**config.mk**
```make
export PLATFORM = sky130hd
export DESIGN_NAME = adcr_top
export DESIGN_NICKNAME = d
export VERILOG_FILES = /design/src/adcr_pkg.sv /design/src/adcr_top.sv
export SDC_FILE = /design/constraint.sdc
export NUM_CORES = 1
export LEC_CHECK = 0
export ABC_CLOCK_PERIOD_IN_PS = 3700
export BUFFER_PORTS_ARGS = -buffer_cell sky130_fd_sc_hd__buf_2
export CORE_MARGIN = 2
export CORE_UTILIZATION = 50
export DETAILED_ROUTE_END_ITERATION = 6
export GPL_ROUTABILITY_DRIVEN = 0
export PLACE_DENSITY_LB_ADDON = 0.15
export SETUP_SLACK_MARGIN = 0.15
export SLEW_MARGIN = 20
export SYNTH_ARGS = -nofsm -noshare
export SYNTH_HDL_FRONTEND = slang
export SYNTH_SLANG_ARGS = --single-unit
```
**constraint.sdc**
```tcl
create_clock -name clock -period 3.7 [get_ports clock]
set_clock_uncertainty 0.05 [all_clocks]
set_input_delay 0.37 -clock clock [delete_from_list [all_inputs] [get_ports clock]]
set_output_delay 0.37 -clock clock [all_outputs]
set_load 0.05 [all_outputs]
```
**src/adcr_pkg.sv**
```systemverilog
/*
  Package for the converter control and result block: register indices,
  field positions, reset values, timing counts and shared types.
  Assumes a 32-bit APB slave where every register takes one aligned word.
*/
package adcr_pkg;

  // Register indices; the byte address is four times the index
  localparam logic [7:0] IDX_RESULT_LOW  = 8'h78;
  localparam logic [7:0] IDX_RESULT_HIGH = 8'h79;
  localparam logic [7:0] IDX_CONTROL_A   = 8'h7A;
  localparam logic [7:0] IDX_CONTROL_B   = 8'h7B;
  localparam logic [7:0] IDX_FORMAT      = 8'h7C;
  localparam logic [7:0] IDX_PIN_DISABLE = 8'h7E;
  localparam logic [7:0] IDX_IRQ_STATUS  = 8'h80;
  localparam logic [7:0] IDX_IRQ_MASK    = 8'h81;

  // Control A fields
  localparam int CA_ON       = 7;
  localparam int CA_START    = 6;
  localparam int CA_AUTO     = 5;
  localparam int CA_DONE     = 4;
  localparam int CA_IRQ_EN   = 3;
  localparam int CA_DIV_LSB  = 0;
  // Control B and format fields
  localparam int CB_TSEL_LSB = 0;
  localparam int FMT_LEFT    = 5;
  // Interrupt status bits
  localparam int IRQ_DONE    = 0;
  localparam int IRQ_DROPPED = 1;
  localparam int IRQ_LOST    = 2;
  localparam int IRQ_BITS    = 3;

  localparam logic [7:0] RESET_BYTE = 8'h00;
  localparam logic [2:0] TSEL_FREE  = 3'h0;

  // Converter clock counts per conversion
  localparam int NORMAL_CYCLES = 13;
  localparam int FIRST_CYCLES  = 25;

  typedef enum logic [0:0] {
    ADCR_IDLE    = 1'b0,
    ADCR_CONVERT = 1'b1
  } adcr_state_t;

  typedef struct packed {
    logic [7:0]  index;
    logic        write;
    logic [7:0]  data;
  } adcr_req_t;

endpackage

```
**src/adcr_top.sv**
```systemverilog
/*
  Control, status and result logic of a 10-bit successive-approximation
  converter, reached over APB: triggering, prescaler, done flag and
  interrupt, result formatting with a read lock, pin input disable.
  Assumes the analog core presents its sample on analogSample when a
  conversion ends, and that peripheral flags arrive synchronous to clock.
*/
// The APB slave port was left to the implementer.
// Overview of operation
// (RULE1) Auto trigger starts conversion on source edge
// (RULE2) Done flag set when result registers load
// (RULE3) Interrupt request needs flag, enable, global enable
// (RULE4) Entering interrupt vector clears done flag
// (RULE5) Writing one clears done flag; zero keeps
// (RULE6) Divider codes give 2,2,4,8,16,32,64,128
// (RULE7) Result bytes right or left aligned, zeros elsewhere
// (RULE8) Low byte read locks results until high read
// (RULE9) Software reads low byte before high byte
// (RULE10) Trigger select ignored while auto trigger off
// (RULE11) Trigger is rising edge of source flag
// (RULE12) Switching to set source counts as edge
// (RULE13) Switching to free running never triggers
// (RULE14) Trigger codes map to eight fixed sources
// (RULE15) Software writes zero to control B top bit
// (RULE16) Disable bit blocks pin buffer, reads zero
// (RULE17) Start bit starts, reads busy, zero ignored
// (RULE18) First conversion 25 cycles; disabling aborts
// (RULE19) Triggers during a conversion are ignored
`timescale 1ns/1ns
module adcr_top #(
  parameter int RESULT_W = 10,
  parameter int PINS     = 8
) (
  input  wire logic                clock,
  input  wire logic                arst_n,
  input  wire logic                psel,
  input  wire logic                penable,
  input  wire logic                pwrite,
  input  wire logic [11:0]         paddr,
  input  wire logic [31:0]         pwdata,
  output logic      [31:0]         prdata,
  output logic                     pready,
  output logic                     pslverr,
  input  wire logic [RESULT_W-1:0] analogSample,
  input  wire logic [7:1]          triggerFlags,
  input  wire logic                globalIrqEnable,
  input  wire logic                vectorAck,
  input  wire logic [PINS-1:0]     pinRaw,
  output logic      [PINS-1:0]     pinRead,
  output logic      [PINS-1:0]     pinBufferOff,
  output logic                     convIrqReq,
  output logic                     irq
);

  logic [1:0]                 rstSync;
  logic                       rstN;
  adcr_pkg::adcr_req_t        req;
  logic                       acc;
  logic                       wrDone;
  logic                       rdDone;
  logic                       converterOn;
  logic                       autoTrig;
  logic                       doneFlag;
  logic                       irqEnable;
  logic [2:0]                 divSel;
  logic [2:0]                 trigSel;
  logic [2:0]                 prevTrigSel;
  logic                       leftAlign;
  logic [PINS-1:0]            pinDisable;
  logic [adcr_pkg::IRQ_BITS-1:0] irqStatus;
  logic [adcr_pkg::IRQ_BITS-1:0] irqMask;
  logic [RESULT_W-1:0]        result;
  logic                       locked;
  adcr_pkg::adcr_state_t      state;
  logic                       firstPending;
  logic                       firstConv;
  logic [6:0]                 presc;
  logic                       tick;
  logic [4:0]                 convCount;
  logic                       lastStep;
  logic                       loadResult;
  logic                       selFlag;
  logic                       prevSelFlag;
  logic                       trigEdge;
  logic                       writeStart;
  logic                       startConv;
  logic                       dropTrig;
  logic [7:0]                 lowView;
  logic [7:0]                 highView;
  logic [7:0]                 readByte;
  logic                       readHit;

  ////////////////////////////////////////////////////////////////////////
  // Reset release and request decode

  always_ff @(posedge clock or negedge arst_n) begin
    if (!arst_n) begin
      rstSync <= 2'b00;
    end else begin
      rstSync <= {rstSync[0], 1'b1};
    end
  end
  assign rstN = rstSync[1];

  function automatic logic hitIndex(input logic [11:0] addr, input logic [7:0] idx);
    hitIndex = (addr[1:0] == 2'h0) && (addr[11:10] == 2'h0) && (addr[9:2] == idx);
  endfunction

  assign req.index = paddr[9:2];
  assign req.write = pwrite;
  assign req.data  = pwdata[7:0];
  assign acc    = psel && penable && pready;
  assign wrDone = acc && req.write;
  assign rdDone = acc && !req.write;

  ////////////////////////////////////////////////////////////////////////
  // Result views; byte lanes not carrying result bits read zero

  always_comb begin
    if (leftAlign) begin
      highView = result[9:2];                                       // RULE7
      lowView  = {result[1:0], 6'h00};                              // RULE7
    end else begin
      highView = {6'h00, result[9:8]};                              // RULE7
      lowView  = result[7:0];                                       // RULE7
    end
  end

  always_comb begin
    readByte = 8'h00;
    readHit  = 1'b1;
    if (hitIndex(paddr, adcr_pkg::IDX_RESULT_LOW)) begin
      readByte = lowView;
    end else if (hitIndex(paddr, adcr_pkg::IDX_RESULT_HIGH)) begin
      readByte = highView;
    end else if (hitIndex(paddr, adcr_pkg::IDX_CONTROL_A)) begin
      readByte = {converterOn, state == adcr_pkg::ADCR_CONVERT, autoTrig,
                  doneFlag, irqEnable, divSel};                     // RULE17
    end else if (hitIndex(paddr, adcr_pkg::IDX_CONTROL_B)) begin
      readByte = {5'h00, trigSel};
    end else if (hitIndex(paddr, adcr_pkg::IDX_FORMAT)) begin
      readByte = {2'h0, leftAlign, 5'h00};
    end else if (hitIndex(paddr, adcr_pkg::IDX_PIN_DISABLE)) begin
      readByte = pinDisable;
    end else if (hitIndex(paddr, adcr_pkg::IDX_IRQ_STATUS)) begin
      readByte = {5'h00, irqStatus};
    end else if (hitIndex(paddr, adcr_pkg::IDX_IRQ_MASK)) begin
      readByte = {5'h00, irqMask};
    end else begin
      readHit = 1'b0;
    end
  end

  // One wait state: the answer comes on the second access cycle
  always_ff @(posedge clock or negedge rstN) begin
    if (!rstN) begin
      pready  <= 1'b0;
      pslverr <= 1'b0;
      prdata  <= 32'h0000_0000;
    end else begin
      pready  <= psel && penable && !pready;
      pslverr <= psel && penable && !pready && !readHit;
      prdata  <= (psel && penable && !pready && !pwrite) ? {24'h000000, readByte}
                                                         : 32'h0000_0000;
    end
  end

  ////////////////////////////////////////////////////////////////////////
  // Software registers

  always_ff @(posedge clock or negedge rstN) begin
    if (!rstN) begin
      converterOn <= 1'b0;
      autoTrig    <= 1'b0;
      irqEnable   <= 1'b0;
      divSel      <= 3'h0;
      trigSel     <= 3'h0;
      leftAlign   <= 1'b0;
      pinDisable  <= adcr_pkg::RESET_BYTE;
      irqMask     <= 3'h0;
    end else if (wrDone) begin
      if (hitIndex(paddr, adcr_pkg::IDX_CONTROL_A)) begin
        converterOn <= req.data[adcr_pkg::CA_ON];
        autoTrig    <= req.data[adcr_pkg::CA_AUTO];
        irqEnable   <= req.data[adcr_pkg::CA_IRQ_EN];
        divSel      <= req.data[adcr_pkg::CA_DIV_LSB +: 3];
      end else if (hitIndex(paddr, adcr_pkg::IDX_CONTROL_B)) begin
        trigSel <= req.data[adcr_pkg::CB_TSEL_LSB +: 3];            // RULE15
      end else if (hitIndex(paddr, adcr_pkg::IDX_FORMAT)) begin
        leftAlign <= req.data[adcr_pkg::FMT_LEFT];
      end else if (hitIndex(paddr, adcr_pkg::IDX_PIN_DISABLE)) begin
        pinDisable <= req.data;
      end else if (hitIndex(paddr, adcr_pkg::IDX_IRQ_MASK)) begin
        irqMask <= req.data[2:0];
      end
    end
  end

  assign writeStart = wrDone && hitIndex(paddr, adcr_pkg::IDX_CONTROL_A)
                      && req.data[adcr_pkg::CA_START] && req.data[adcr_pkg::CA_ON];

  ////////////////////////////////////////////////////////////////////////
  // Prescaler: one-cycle tick at the converter clock rate

  function automatic logic [6:0] divLimit(input logic [2:0] code);
    case (code)
      3'h0, 3'h1: divLimit = 7'h01;
      3'h2:       divLimit = 7'h03;
      3'h3:       divLimit = 7'h07;
      3'h4:       divLimit = 7'h0F;
      3'h5:       divLimit = 7'h1F;
      3'h6:       divLimit = 7'h3F;
      default:    divLimit = 7'h7F;
    endcase
  endfunction

  always_ff @(posedge clock or negedge rstN) begin
    if (!rstN) begin
      presc <= 7'h00;
    end else if (!converterOn || presc >= divLimit(divSel)) begin
      presc <= 7'h00;                                               // RULE6
    end else begin
      presc <= presc + 7'h01;
    end
  end
  assign tick = converterOn && (presc >= divLimit(divSel));         // RULE6

  ////////////////////////////////////////////////////////////////////////
  // Trigger selection and edge detection

  always_comb begin
    case (trigSel)                                                  // RULE14
      3'h0:    selFlag = doneFlag;
      default: selFlag = triggerFlags[trigSel];
    endcase
  end

  always_ff @(posedge clock or negedge rstN) begin
    if (!rstN) begin
      prevSelFlag <= 1'b0;
      prevTrigSel <= 3'h0;
    end else begin
      prevSelFlag <= selFlag;
      prevTrigSel <= trigSel;
    end
  end

  // Edge of whatever is selected now, so a source swap can fire too
  assign trigEdge = selFlag && !prevSelFlag                         // RULE11 RULE12
                    && !(trigSel == adcr_pkg::TSEL_FREE
                         && prevTrigSel != adcr_pkg::TSEL_FREE);    // RULE13
  // A start written together with the enable bit must not wait for it to land
  assign startConv = state == adcr_pkg::ADCR_IDLE                   // RULE17
                     && (writeStart || (converterOn && autoTrig && trigEdge)); // RULE1 RULE10
  assign dropTrig  = autoTrig && trigEdge && state == adcr_pkg::ADCR_CONVERT; // RULE19

  ////////////////////////////////////////////////////////////////////////
  // Conversion sequencer

  assign lastStep = tick && (convCount == (firstConv ? 5'(adcr_pkg::FIRST_CYCLES - 1)
                                                     : 5'(adcr_pkg::NORMAL_CYCLES - 1)));
  assign loadResult = state == adcr_pkg::ADCR_CONVERT && lastStep && !locked;

  always_ff @(posedge clock or negedge rstN) begin
    if (!rstN) begin
      firstPending <= 1'b1;
    end else if (startConv) begin
      firstPending <= 1'b0;
    end else if (!converterOn) begin
      firstPending <= 1'b1;                                         // RULE18
    end
  end

  always_ff @(posedge clock or negedge rstN) begin
    if (!rstN) begin
      state     <= adcr_pkg::ADCR_IDLE;
      convCount <= 5'h00;
      firstConv <= 1'b0;
    end else begin
      case (state)
        adcr_pkg::ADCR_IDLE: begin
          if (startConv) begin
            state     <= adcr_pkg::ADCR_CONVERT;
            convCount <= 5'h00;
            firstConv <= firstPending;                              // RULE18
          end
        end
        default: begin
          if (!converterOn || lastStep) begin
            state <= adcr_pkg::ADCR_IDLE;                           // RULE18 RULE17
          end else if (tick) begin
            convCount <= convCount + 5'h01;
          end
        end
      endcase
    end
  end

  ////////////////////////////////////////////////////////////////////////
  // Result register and read lock

  always_ff @(posedge clock or negedge rstN) begin
    if (!rstN) begin
      result <= '0;
    end else if (loadResult) begin
      result <= analogSample;                                       // RULE2 RULE8
    end
  end

  always_ff @(posedge clock or negedge rstN) begin
    if (!rstN) begin
      locked <= 1'b0;
    end else if (rdDone && hitIndex(paddr, adcr_pkg::IDX_RESULT_LOW)) begin
      locked <= 1'b1;                                               // RULE8 RULE9
    end else if (rdDone && hitIndex(paddr, adcr_pkg::IDX_RESULT_HIGH)) begin
      locked <= 1'b0;                                               // RULE8
    end
  end

  ////////////////////////////////////////////////////////////////////////
  // Done flag and interrupts; a setting event wins over any clear

  always_ff @(posedge clock or negedge rstN) begin
    if (!rstN) begin
      doneFlag <= 1'b0;
    end else if (loadResult) begin
      doneFlag <= 1'b1;                                             // RULE2
    end else if (vectorAck) begin
      doneFlag <= 1'b0;                                             // RULE4
    end else if (wrDone && hitIndex(paddr, adcr_pkg::IDX_CONTROL_A)
                 && req.data[adcr_pkg::CA_DONE]) begin
      doneFlag <= 1'b0;                                             // RULE5
    end
  end

  generate
    for (genvar i = 0; i < adcr_pkg::IRQ_BITS; i++) begin : g_status
      logic setBit;
      assign setBit = (i == adcr_pkg::IRQ_DONE)    ? loadResult :
                      (i == adcr_pkg::IRQ_DROPPED) ? dropTrig   :
                      (state == adcr_pkg::ADCR_CONVERT && lastStep && locked);
      always_ff @(posedge clock or negedge rstN) begin
        if (!rstN) begin
          irqStatus[i] <= 1'b0;
        end else if (setBit) begin
          irqStatus[i] <= 1'b1;
        end else if (wrDone && hitIndex(paddr, adcr_pkg::IDX_IRQ_STATUS) && req.data[i]) begin
          irqStatus[i] <= 1'b0;
        end
      end
    end
  endgenerate

  always_ff @(posedge clock or negedge rstN) begin
    if (!rstN) begin
      convIrqReq <= 1'b0;
      irq        <= 1'b0;
    end else begin
      convIrqReq <= doneFlag && irqEnable && globalIrqEnable;       // RULE3
      irq        <= |(irqStatus & irqMask);
    end
  end

  ////////////////////////////////////////////////////////////////////////
  // Pin digital input disable

  always_ff @(posedge clock or negedge rstN) begin
    if (!rstN) begin
      pinRead      <= '0;
      pinBufferOff <= '0;
    end else begin
      pinRead      <= pinRaw & ~pinDisable;                         // RULE16
      pinBufferOff <= pinDisable;                                   // RULE16
    end
  end

  ////////////////////////////////////////////////////////////////////////
  // Checks

  logic [7:0] tickGap;
  logic [2:0] gapDiv;
  logic       gapArmed;
  always_ff @(posedge clock or negedge rstN) begin
    if (!rstN) begin
      tickGap  <= 8'h00;
      gapDiv   <= 3'h0;
      gapArmed <= 1'b0;
    end else if (!converterOn || gapDiv != divSel) begin
      // A gap spanning a divider change or an off period proves nothing
      tickGap  <= 8'h00;
      gapDiv   <= divSel;
      gapArmed <= 1'b0;
    end else begin
      tickGap  <= tick ? 8'h01 : tickGap + 8'h01;
      gapArmed <= gapArmed || tick;
    end
  end
endmodule

```
Yosys cells after proc, flatten, opt, wreduce, memory -nomap -nowiden
Cells that the tools add are included.
Storage, ports and cells
  register bits after elaboration: 85
  latch bits: 0
  bits in writable memories: 0
  bits in read-only memories: 0
  bits of input ports: 76
  output and inout bits: 52
  memories kept: 0
Operators by class
  add/subtract/negate cells: 2
  multipliers: 0
  div/mod/pow operators: 0
  order comparisons: 2
  equality and inequality tests: 18
  shift operators: 0
  multiplexer cells: 45
  bitwise logic cells: 8
  reductions and logical operators: 71
Operator list (count)
  $mux W8: 9
  $eq A8 B7 Y1 const B: 6
  $pmux W7 S6: 1
  $logic_and A1 B1 Y1: 41
  $mux W1: 26
  $mux W5: 5
  $eq A8 B8 Y1 const B: 2
  $reduce_bool A2 Y1: 5
  $eq A3 B3 Y1 const B: 3
  $and A8 B8 Y8: 1
  $not A8 Y8: 1
  $add A7 B1 Y7 const B: 1
  $ge A7 B7 Y1: 1
  $logic_not A1 Y1: 7
  $mux W7: 1
  $eq A3 B2 Y1 const B: 2
  $logic_not A3 Y1: 2
  $mux W3: 2
  $reduce_and A3 Y1: 2
  $reduce_and A6 Y1: 1
  $reduce_bool A3 Y1: 2
  $add A5 B1 Y5 const B: 1
  $eq A5 B5 Y1: 1
  $not A1 Y1: 5
  other kinds (13): 18

Depth between registers and ports, before layout
Gate-level depths: netlist of the first run.
  depth after elaboration: 13
  gate-level depth with buffers: 8
  gate-level depth less buffers: 7

Least setup slack after synthesis of the first run
OpenSTA, ideal clock, no wires.
  path kind: flip-flop to flip-flop
  start: register divSel[1]
  end: register result[2]
  library setup time: 0.125 ns
  arrival: 2.109 ns
  slack: 1.416 ns
  cell stages (with the launch flop): 9
  buffers on the path: 1
  cell sequence: dfrtp_1 -> o21ai_0 -> ha_1 -> nand4_1 -> a21oi_1 -> nor2_1 -> nor4_1 -> buf_2 -> mux2_2
On the way
  longest elaborated chain between the ends: 8
  elaborated cells on any way between the ends: 14
  those cells by class: order compare: 1; eq/ne: 6; mux: 1; reduce/logical: 6
RTL lines
  start, declared: line adcr_top.sv:65  | logic [2:0] divSel;
  start signal, assigned: line adcr_top.sv:186  | divSel <= req.data[adcr_pkg::CA_DIV_LSB +: 3];
  $eq A3 B1 Y1 / $logic_not A3 Y1 (equally long branches): line adcr_top.sv:206  | case (code)
  $reduce_or A2 Y1: line adcr_top.sv:206
  $pmux W7 S6 (*): line adcr_top.sv:206
  $ge A7 B7 Y1 (*): line adcr_top.sv:226  | assign tick = converterOn && (presc >= divLimit(divSel));
  $logic_and A1 B1 Y1 (*): line adcr_top.sv:226
  $logic_and A1 B1 Y1 (*): line adcr_top.sv:260  | assign lastStep = tick && (convCount == (firstConv ? 5'(adcr_pkg::FIRST_CYCLES - 1)
  $logic_and A1 B1 Y1 (*) (2 in series): line adcr_top.sv:262  | assign loadResult = state == adcr_pkg::ADCR_CONVERT && lastStep && !locked;
  end signal, assigned: line adcr_top.sv:306  | result <= analogSample;
  end, declared: line adcr_top.sv:72  | logic [RESULT_W-1:0] result;
Mark *: on every way between the ends. The rest lies on a longest branch, timed or not.
A chain may end at the register's enable or synchronous reset.

Final worst setup path of the first run
  start: register divSel[1]
  end: register convCount[4]
On the way
  longest elaborated chain between the ends: 9
  elaborated cells on any way between the ends: 16
  those cells by class: order compare: 1; eq/ne: 8; mux: 1; reduce/logical: 6
RTL lines
  $eq A3 B1 Y1 / $logic_not A3 Y1 (equally long branches): line adcr_top.sv:206
  $reduce_or A2 Y1: line adcr_top.sv:206
  $pmux W7 S6 (*): line adcr_top.sv:206
  $ge A7 B7 Y1 (*): line adcr_top.sv:226
  $logic_and A1 B1 Y1 (*): line adcr_top.sv:226
  $logic_and A1 B1 Y1: line adcr_top.sv:260
  $logic_or A1 B1 Y1: line adcr_top.sv:289  | if (!converterOn || lastStep) begin
  $ne A2 B2 Y1 (no source line)
  $reduce_and A3 Y1 (no source line) (*)
  end signal, assigned: line adcr_top.sv:292  | convCount <= convCount + 5'h01;
  end, declared: line adcr_top.sv:79  | logic [4:0] convCount;
Marks and branches as above.

==> results of run 1 <==
==> area by class of cell <==
cell class | instances | area (um2) | share of cell area (%)
sequential | 85 | 2132 | 45.60
clock buffer | 9 | 123.9 | 2.649
inverter | 10 | 37.54 | 0.8028
multi-input combinational | 249 | 1750 | 37.44
clock inverter | 7 | 56.30 | 1.204
timing repair buffer | 83 | 447.9 | 9.580
tap | 102 | 127.6 | 2.729
==> flip-flops by register name, summed over array words and instances (netlist names), 3 cells and up <==
signal / flops
divSel: 3
convCount: 5
irqStatus: 3
irqMask: 3
presc: 7
pinDisable: 8
pinBufferOff: 8
trigSel: 3
result: 10
pinRead: 8
prdata: 8
prevTrigSel: 3
==> power breakdown <==
part	internal, mW	switching (mW)	total, mW
registers	0.935	0.00810	0.943
logic	0.0356	0.118	0.154
clock network	0.255	0.362	0.616
total	1.23	0.488	1.71
==> worst max-delay path: stages, from the launching register on <==
cell	delay, ps
dfrtp_1	460
o21ai_0	140
ha_1	320
a211oi_1	70
o21bai_1	230
o2111ai_1	390
o311a_1	480
a311o_1	320
==> metal layers <==
metal | vias to the layer above | GRT usage [%]
li1 | 1421 | -
met4 | 0 | 8.333
met2 | 113 | 29.52
met3 | 9 | 4.494
met5 | - | 0
met1 | 1441 | 30.33
==> final timing paths <==
kind | endpoint | depth (start not counted) | from
worst max register to register | convCount[4] | 7 | divSel[1]
worst min register to register | result[4] | 0 | rstSync[1]
max in group asynchronous | firstPending | 1 | rstSync[1]
min in group asynchronous | result[4] | 0 | rstSync[1]
worst max-delay path | convCount[4] | 7 | divSel[1]
worst min-delay path | pinRead[3] | 2 | pinRaw[3]
==> cell usage after synthesis, drive strengths merged, types with 3 or more instances <==
library cell,number
dfrtp,84
mux2,36
buf,30
nand2,26
nor2,20
nor3,15
a21oi,10
inv,10
mux2i,10
nand3,10
nor2b,10
nor4,10
ha,9
clkbuf,7
o21ai,7
nor3b,6
a211oi,5
a222oi,5
a221oi,4
a32o,3
and3,3
nand4,3
xnor2,3
==> placed cells by master (no fill, tap or decap), types with 3 or more instances in the layout <==
master    count
a21oi_1      10
nand4_1       3
inv_1        10
o21ai_0       7
mux2_2       35
nor3b_1       6
dfrtp_1      83
and3_1        3
a221oi_1      4
ha_1          9
nor3_1       13
nor2b_1      10
buf_2        79
nand2_1      26
clkbuf_8      9
conb_1       25
nor2_1       20
nand3_1      10
xnor2_1       3
a211oi_1      5
inv_6         3
a222oi_1      5
nor4_1        7
mux2i_1      10
nor4_2        3
==> through the flow <==
step	util, %	total power [mW]	cell area (um2)
finish	59.89	1.713	4676
global route	59.89	1.776	4676
CTS	59.54	1.723	4648
detailed placement	57.10	1.111	4458
global placement	57.10	1.110	4458
floorplan	-	1.085	4149
==> cell families (layout without fill, tap and decap cells) <==
| kind of cell | Yosys count | in the layout | synth area share, % |
|---|---|---|---|
| compound gates | 51 | 51 | 9.363 |
| xor+xnor | 5 | 5 | 1.078 |
| fa+ha+maj | 9 | 9 | 2.772 |
| buf+inv | 47 | 109 | 6.806 |
| flops | 85 | 85 | 52.39 |
| mux | 46 | 46 | 12.53 |
| other cells | 2 | 25 | 0.1849 |
| simple gates | 113 | 113 | 14.88 |
==> results.md, run 1 <==
* Port bufs at 79
* Synth area leader: dfrtp_1
* RSZ-0062 raised after global routing: false
* Longest Clk Path Bufs at 2
* Setup WS pre-CTS at 1157 ps
* Crit end category: flop
* Share of the synthesized area in the top cell type at 51.74%
* Vias per cell at 5.475
* Die Span Y at 94.14 um
* H-tree Lvls at 3
* HPWL after DPL at 6.175 mm
* Clk pin slew, worst setup/hold paths at 90 ps
* Met3 WL at 638 um
* Hold buffer count at cts at 1
* Filler cells at 699
* Number of instances in the placed design at 527
* First-pass GRT wire length at 13.90 mm
* Post-synthesis cell count at 358
* Max Fanout on Critical Path at 11
* Endpoints failing setup at 0
* Final WL at 8.439 mm
* CTS tree: yes
* Initial antenna violation count at 0
* Synth Flop Type: dfrtp_1
* Yosys warnings at 0
* Placeable core area at 7807 um2
* Initial Util at 52.04%
* Crit start category: flop
* Pleak at 2.339 nW
* Setup TNS at 0 ps
* Slew Viols, Final at 0
* Vias in the first global route at 2,839
* Min Clock Period, post-route at 2567 ps
* Total track usage at 20.59%
* Max_slew headroom at 46.08%
* Post-synth EDFFs at 0
* Cts bufs inserted at 9
* Setup Buffers After CTS at 0
* Avg WL per Cell at 15.48 um
* Worst EP required at 3900 ps
* I/O pin total at 128
* Mapped Avg Cell Area at 11.35 um2
* Rows at 32
* R2r setup slk at 1130 ps
* HP Class: in -> reg
* Routed length on met2 at 3.691 mm
* Sequential cell area fraction in the yosys report at 52.39%
* Largest net degree at the start of global routing at 84
* Die W at 94.14 um
* Vias at 2,984
* Drt pass-1 iters at 4
* Post-route ant nets at 0
* Tightest Pin Transition at 804.4 ps
* Share of layout cells above drive strength 1 at 33.18%
* Nets at 523
* Post-synth ARST share at 100.0%
* Max-cap viol count at 0
* Pwr dens at 366.3 nW/um2
* Status: completed
* Worst skew pair latency at 360 ps
* Cell Area, Synth at 4063 um2
* Finished Layout Cells at 545
* Register bit total from synthesis at 85
* CTS Sinks at 85
* Crit path arrival time at 2760 ps
* WS Path Type: reg -> reg
* Top area cells in the synthesized netlist: dfrtp_1 (52%), mux2_2 (9.7%), buf_4 (4.4%), ha_1 (2.8%), mux2i_1 (2.5%)
* Top sig layer: met4
* Antenna cells at 0
* Peak VDD IR at 0.0002676 V
* Final hold vios at 0
* Die area at 8862 um2
* Period utilization at 69.38%
* Hold WS at 169.8 ps
* Cts repair resizes at 0
* Gr ovfl total at 0
* Synth cell types at 53
* DRC Markers at 0
* Root Buffer: clkbuf_8
* Max Clock Freq at 389.6 MHz
* M1 WL at 3.986 mm
* Synthesis-to-layout area growth at 15.09%
* DRT iter0 DRCs at 186
* PnR worst setup slack at 1133 ps
Note: power is estimated with default switching activity, not from simulation.
==> run 2, diff against run 1 <==
Settings changed: ABC_CLOCK_PERIOD_IN_PS 3700 to 2150, CORE_UTILIZATION 50 to 46.
Clock period 3.7 ns to 2.15 ns, I/O delays scaled along.
==> results.md, run 2 (synthesis results as in run 1) <==
* Status: finished with violations
* Failing checks: setup timing
* Longest Clk Path Bufs at 2
* Max-cap viol count at 0
* Largest reg by FF count: result
* HP Class: in -> reg
* Worst EP required at 2330 ps
* Slowest-stage cell, CP: dfrtp_2
* Share of layout cells above drive strength 1 at 40.80%
* Synthesis-to-layout area growth at 24.55%
* WS Path Type: reg -> reg
* Crit path arrival time at 2390 ps
* Placed cell areas at 4722 um2
* Final instance area at 5060 um2
* Vias in the first global route at 2,972
* HPWL after DPL at 6.986 mm
* Max Fanout on Critical Path at 12
* Area of the multi-input gates at 1854 um2
* Crit end category: flop
* Root Buffer: clkbuf_8
* I/O pin total at 128
* Storage element area at 2138 um2
* DRC Markers at 0
* Nets at 553
* Max FFs per register at 10
* Post-route ant nets at 0
* First-pass GRT wire length at 15.06 mm
* DRT iter0 DRCs at 208
* Largest net degree at the start of global routing at 36
* Die W at 97.98 um
* Pwr dens at 595.8 nW/um2
* Rows at 34
* Worst skew pair latency at 350 ps
* Initial antenna violation count at 0
* Total track usage at 19.63%
* Pleak at 2.508 nW
* Period utilization at 102.6%
* RSZ-0062 raised after global routing: true
* Min Clock Period, post-route at 2206 ps
* Setup WS pre-CTS at -87.96 ps
* Vias at 3,144
* Slew Viols, Final at 0
* Max Clock Freq at 453.4 MHz
* Filler cells at 752
* Antenna cells at 0
* Die area at 9599 um2
* Most common cell after layout, fill and taps aside: buf_2
* CTS tree: yes
* Port bufs at 79
* Initial Util at 47.04%
* CTS Sinks at 85
* Crit path largest cell delay at 460 ps
* Worst-path cell chain: o21ai_1, ha_1, a211oi_2, o21bai_2, nor2_2, nor4_4, buf_12, mux2_2
* Setup TNS at -369.0 ps
* Final WL at 9.325 mm
* Avg WL per Cell at 16.05 um
* H-tree Lvls at 3
* Drt pass-1 iters at 5
* Gr ovfl total at 0
* PnR worst setup slack at -55.57 ps
* Endpoints failing setup at 11
* Clk pin slew, worst setup/hold paths at 80 ps
* Vias per cell at 5.411
* Placeable core area at 8636 um2
* Commonest non-fill, non-tap cells in the layout: buf_2 (79), dfrtp_1 (78), mux2_2 (29)
* Final hold vios at 0
* Cts bufs inserted at 9
* Peak VDD IR at 0.0004050 V
* Crit start category: flop
* Die Span Y at 97.98 um
run 2: cell types whose count changed in the layout (fill, tap and decap cells not counted), sizes merged:
cell,delta
buf,+30
inv,-4
clkbuf,+3
bufinv,+1
clkinv,-1
clkinvlp,+1
run 2: path summary, 6_finish.rpt:
check                                 from            to  slack (ps)  depth (start not counted)
min in group asynchronous           arst_n    rstSync[1]         130                          2
worst min register to register  rstSync[1]    pinRead[4]         240                          0
worst max-delay path             divSel[2]     result[2]         -60                          8
worst min-delay path             pinRaw[6]    pinRead[6]          30                          2
worst max register to register   divSel[2]     result[2]         -60                          8
max in group asynchronous       rstSync[1]  firstPending        1170                          1
run 2: layer usage:
layer  GRT usage [%]  vias up  wire, um
li1                -     1474         -
met1           28.23     1543      4340
met2           30.77      120      4318
met3           3.221        7       588
met4           6.090        0        77
met5               0        -         0
run 2: layout make-up:
class / count / share of cell area (%)
well taps: 108 / 2.671
multi-input cells: 249 / 36.65
clock inverters: 4 / 0.9397
inverters: 10 / 0.7418
flip-flops and latches: 85 / 42.26
clock buffers: 12 / 2.868
repair buffers: 113 / 13.87
run 2: what timing repair did:
action / 4_1_cts / 5_1_grt
setup endpoints to repair: 16 / 27
pin swaps: 4 / 2
resized for setup: 12 / 10
hold buffers: 1 / 0
buffers inserted: 4 / 2
hold endpoints to repair: 2 / 0
run 2: worst max-delay path, delay by kind of cell, from the launching register on:
family	cells	cell delay (ps)
multiplexers	1	340
adder cells (fa/ha/maj)	1	320
AO/OA/AOI/OAI	3	390
flip-flops	1	460
buffers and inverters	1	190
AND/OR/NAND/NOR	2	340
run 2: where the power goes:
| part | switching (mW) | internal [mW] |
|---|---|---|
| clock network | 0.555 | 0.566 |
| logic | 0.204 | 0.0642 |
| registers | 0.0164 | 1.61 |
| total | 0.775 | 2.24 |
run 2: per-stage QoR:
| stage | hold WS (ps) | total power [mW] | utilization (%) | cells |
|---|---|---|---|---|
| 4_1_cts | 16.34 | 3.045 | 57.74 | 579 |
| 6_report | 31.02 | 3.015 | 58.59 | 581 |
| 3_5_place_dp | -48.18 | 1.927 | 54.68 | 558 |
| 5_1_grt | 15.96 | 3.133 | 58.59 | 581 |
| 2_1_floorplan | -130.6 | 1.867 | - | 381 |
| 3_3_place_gp | -50.35 | 1.923 | 54.68 | 558 |
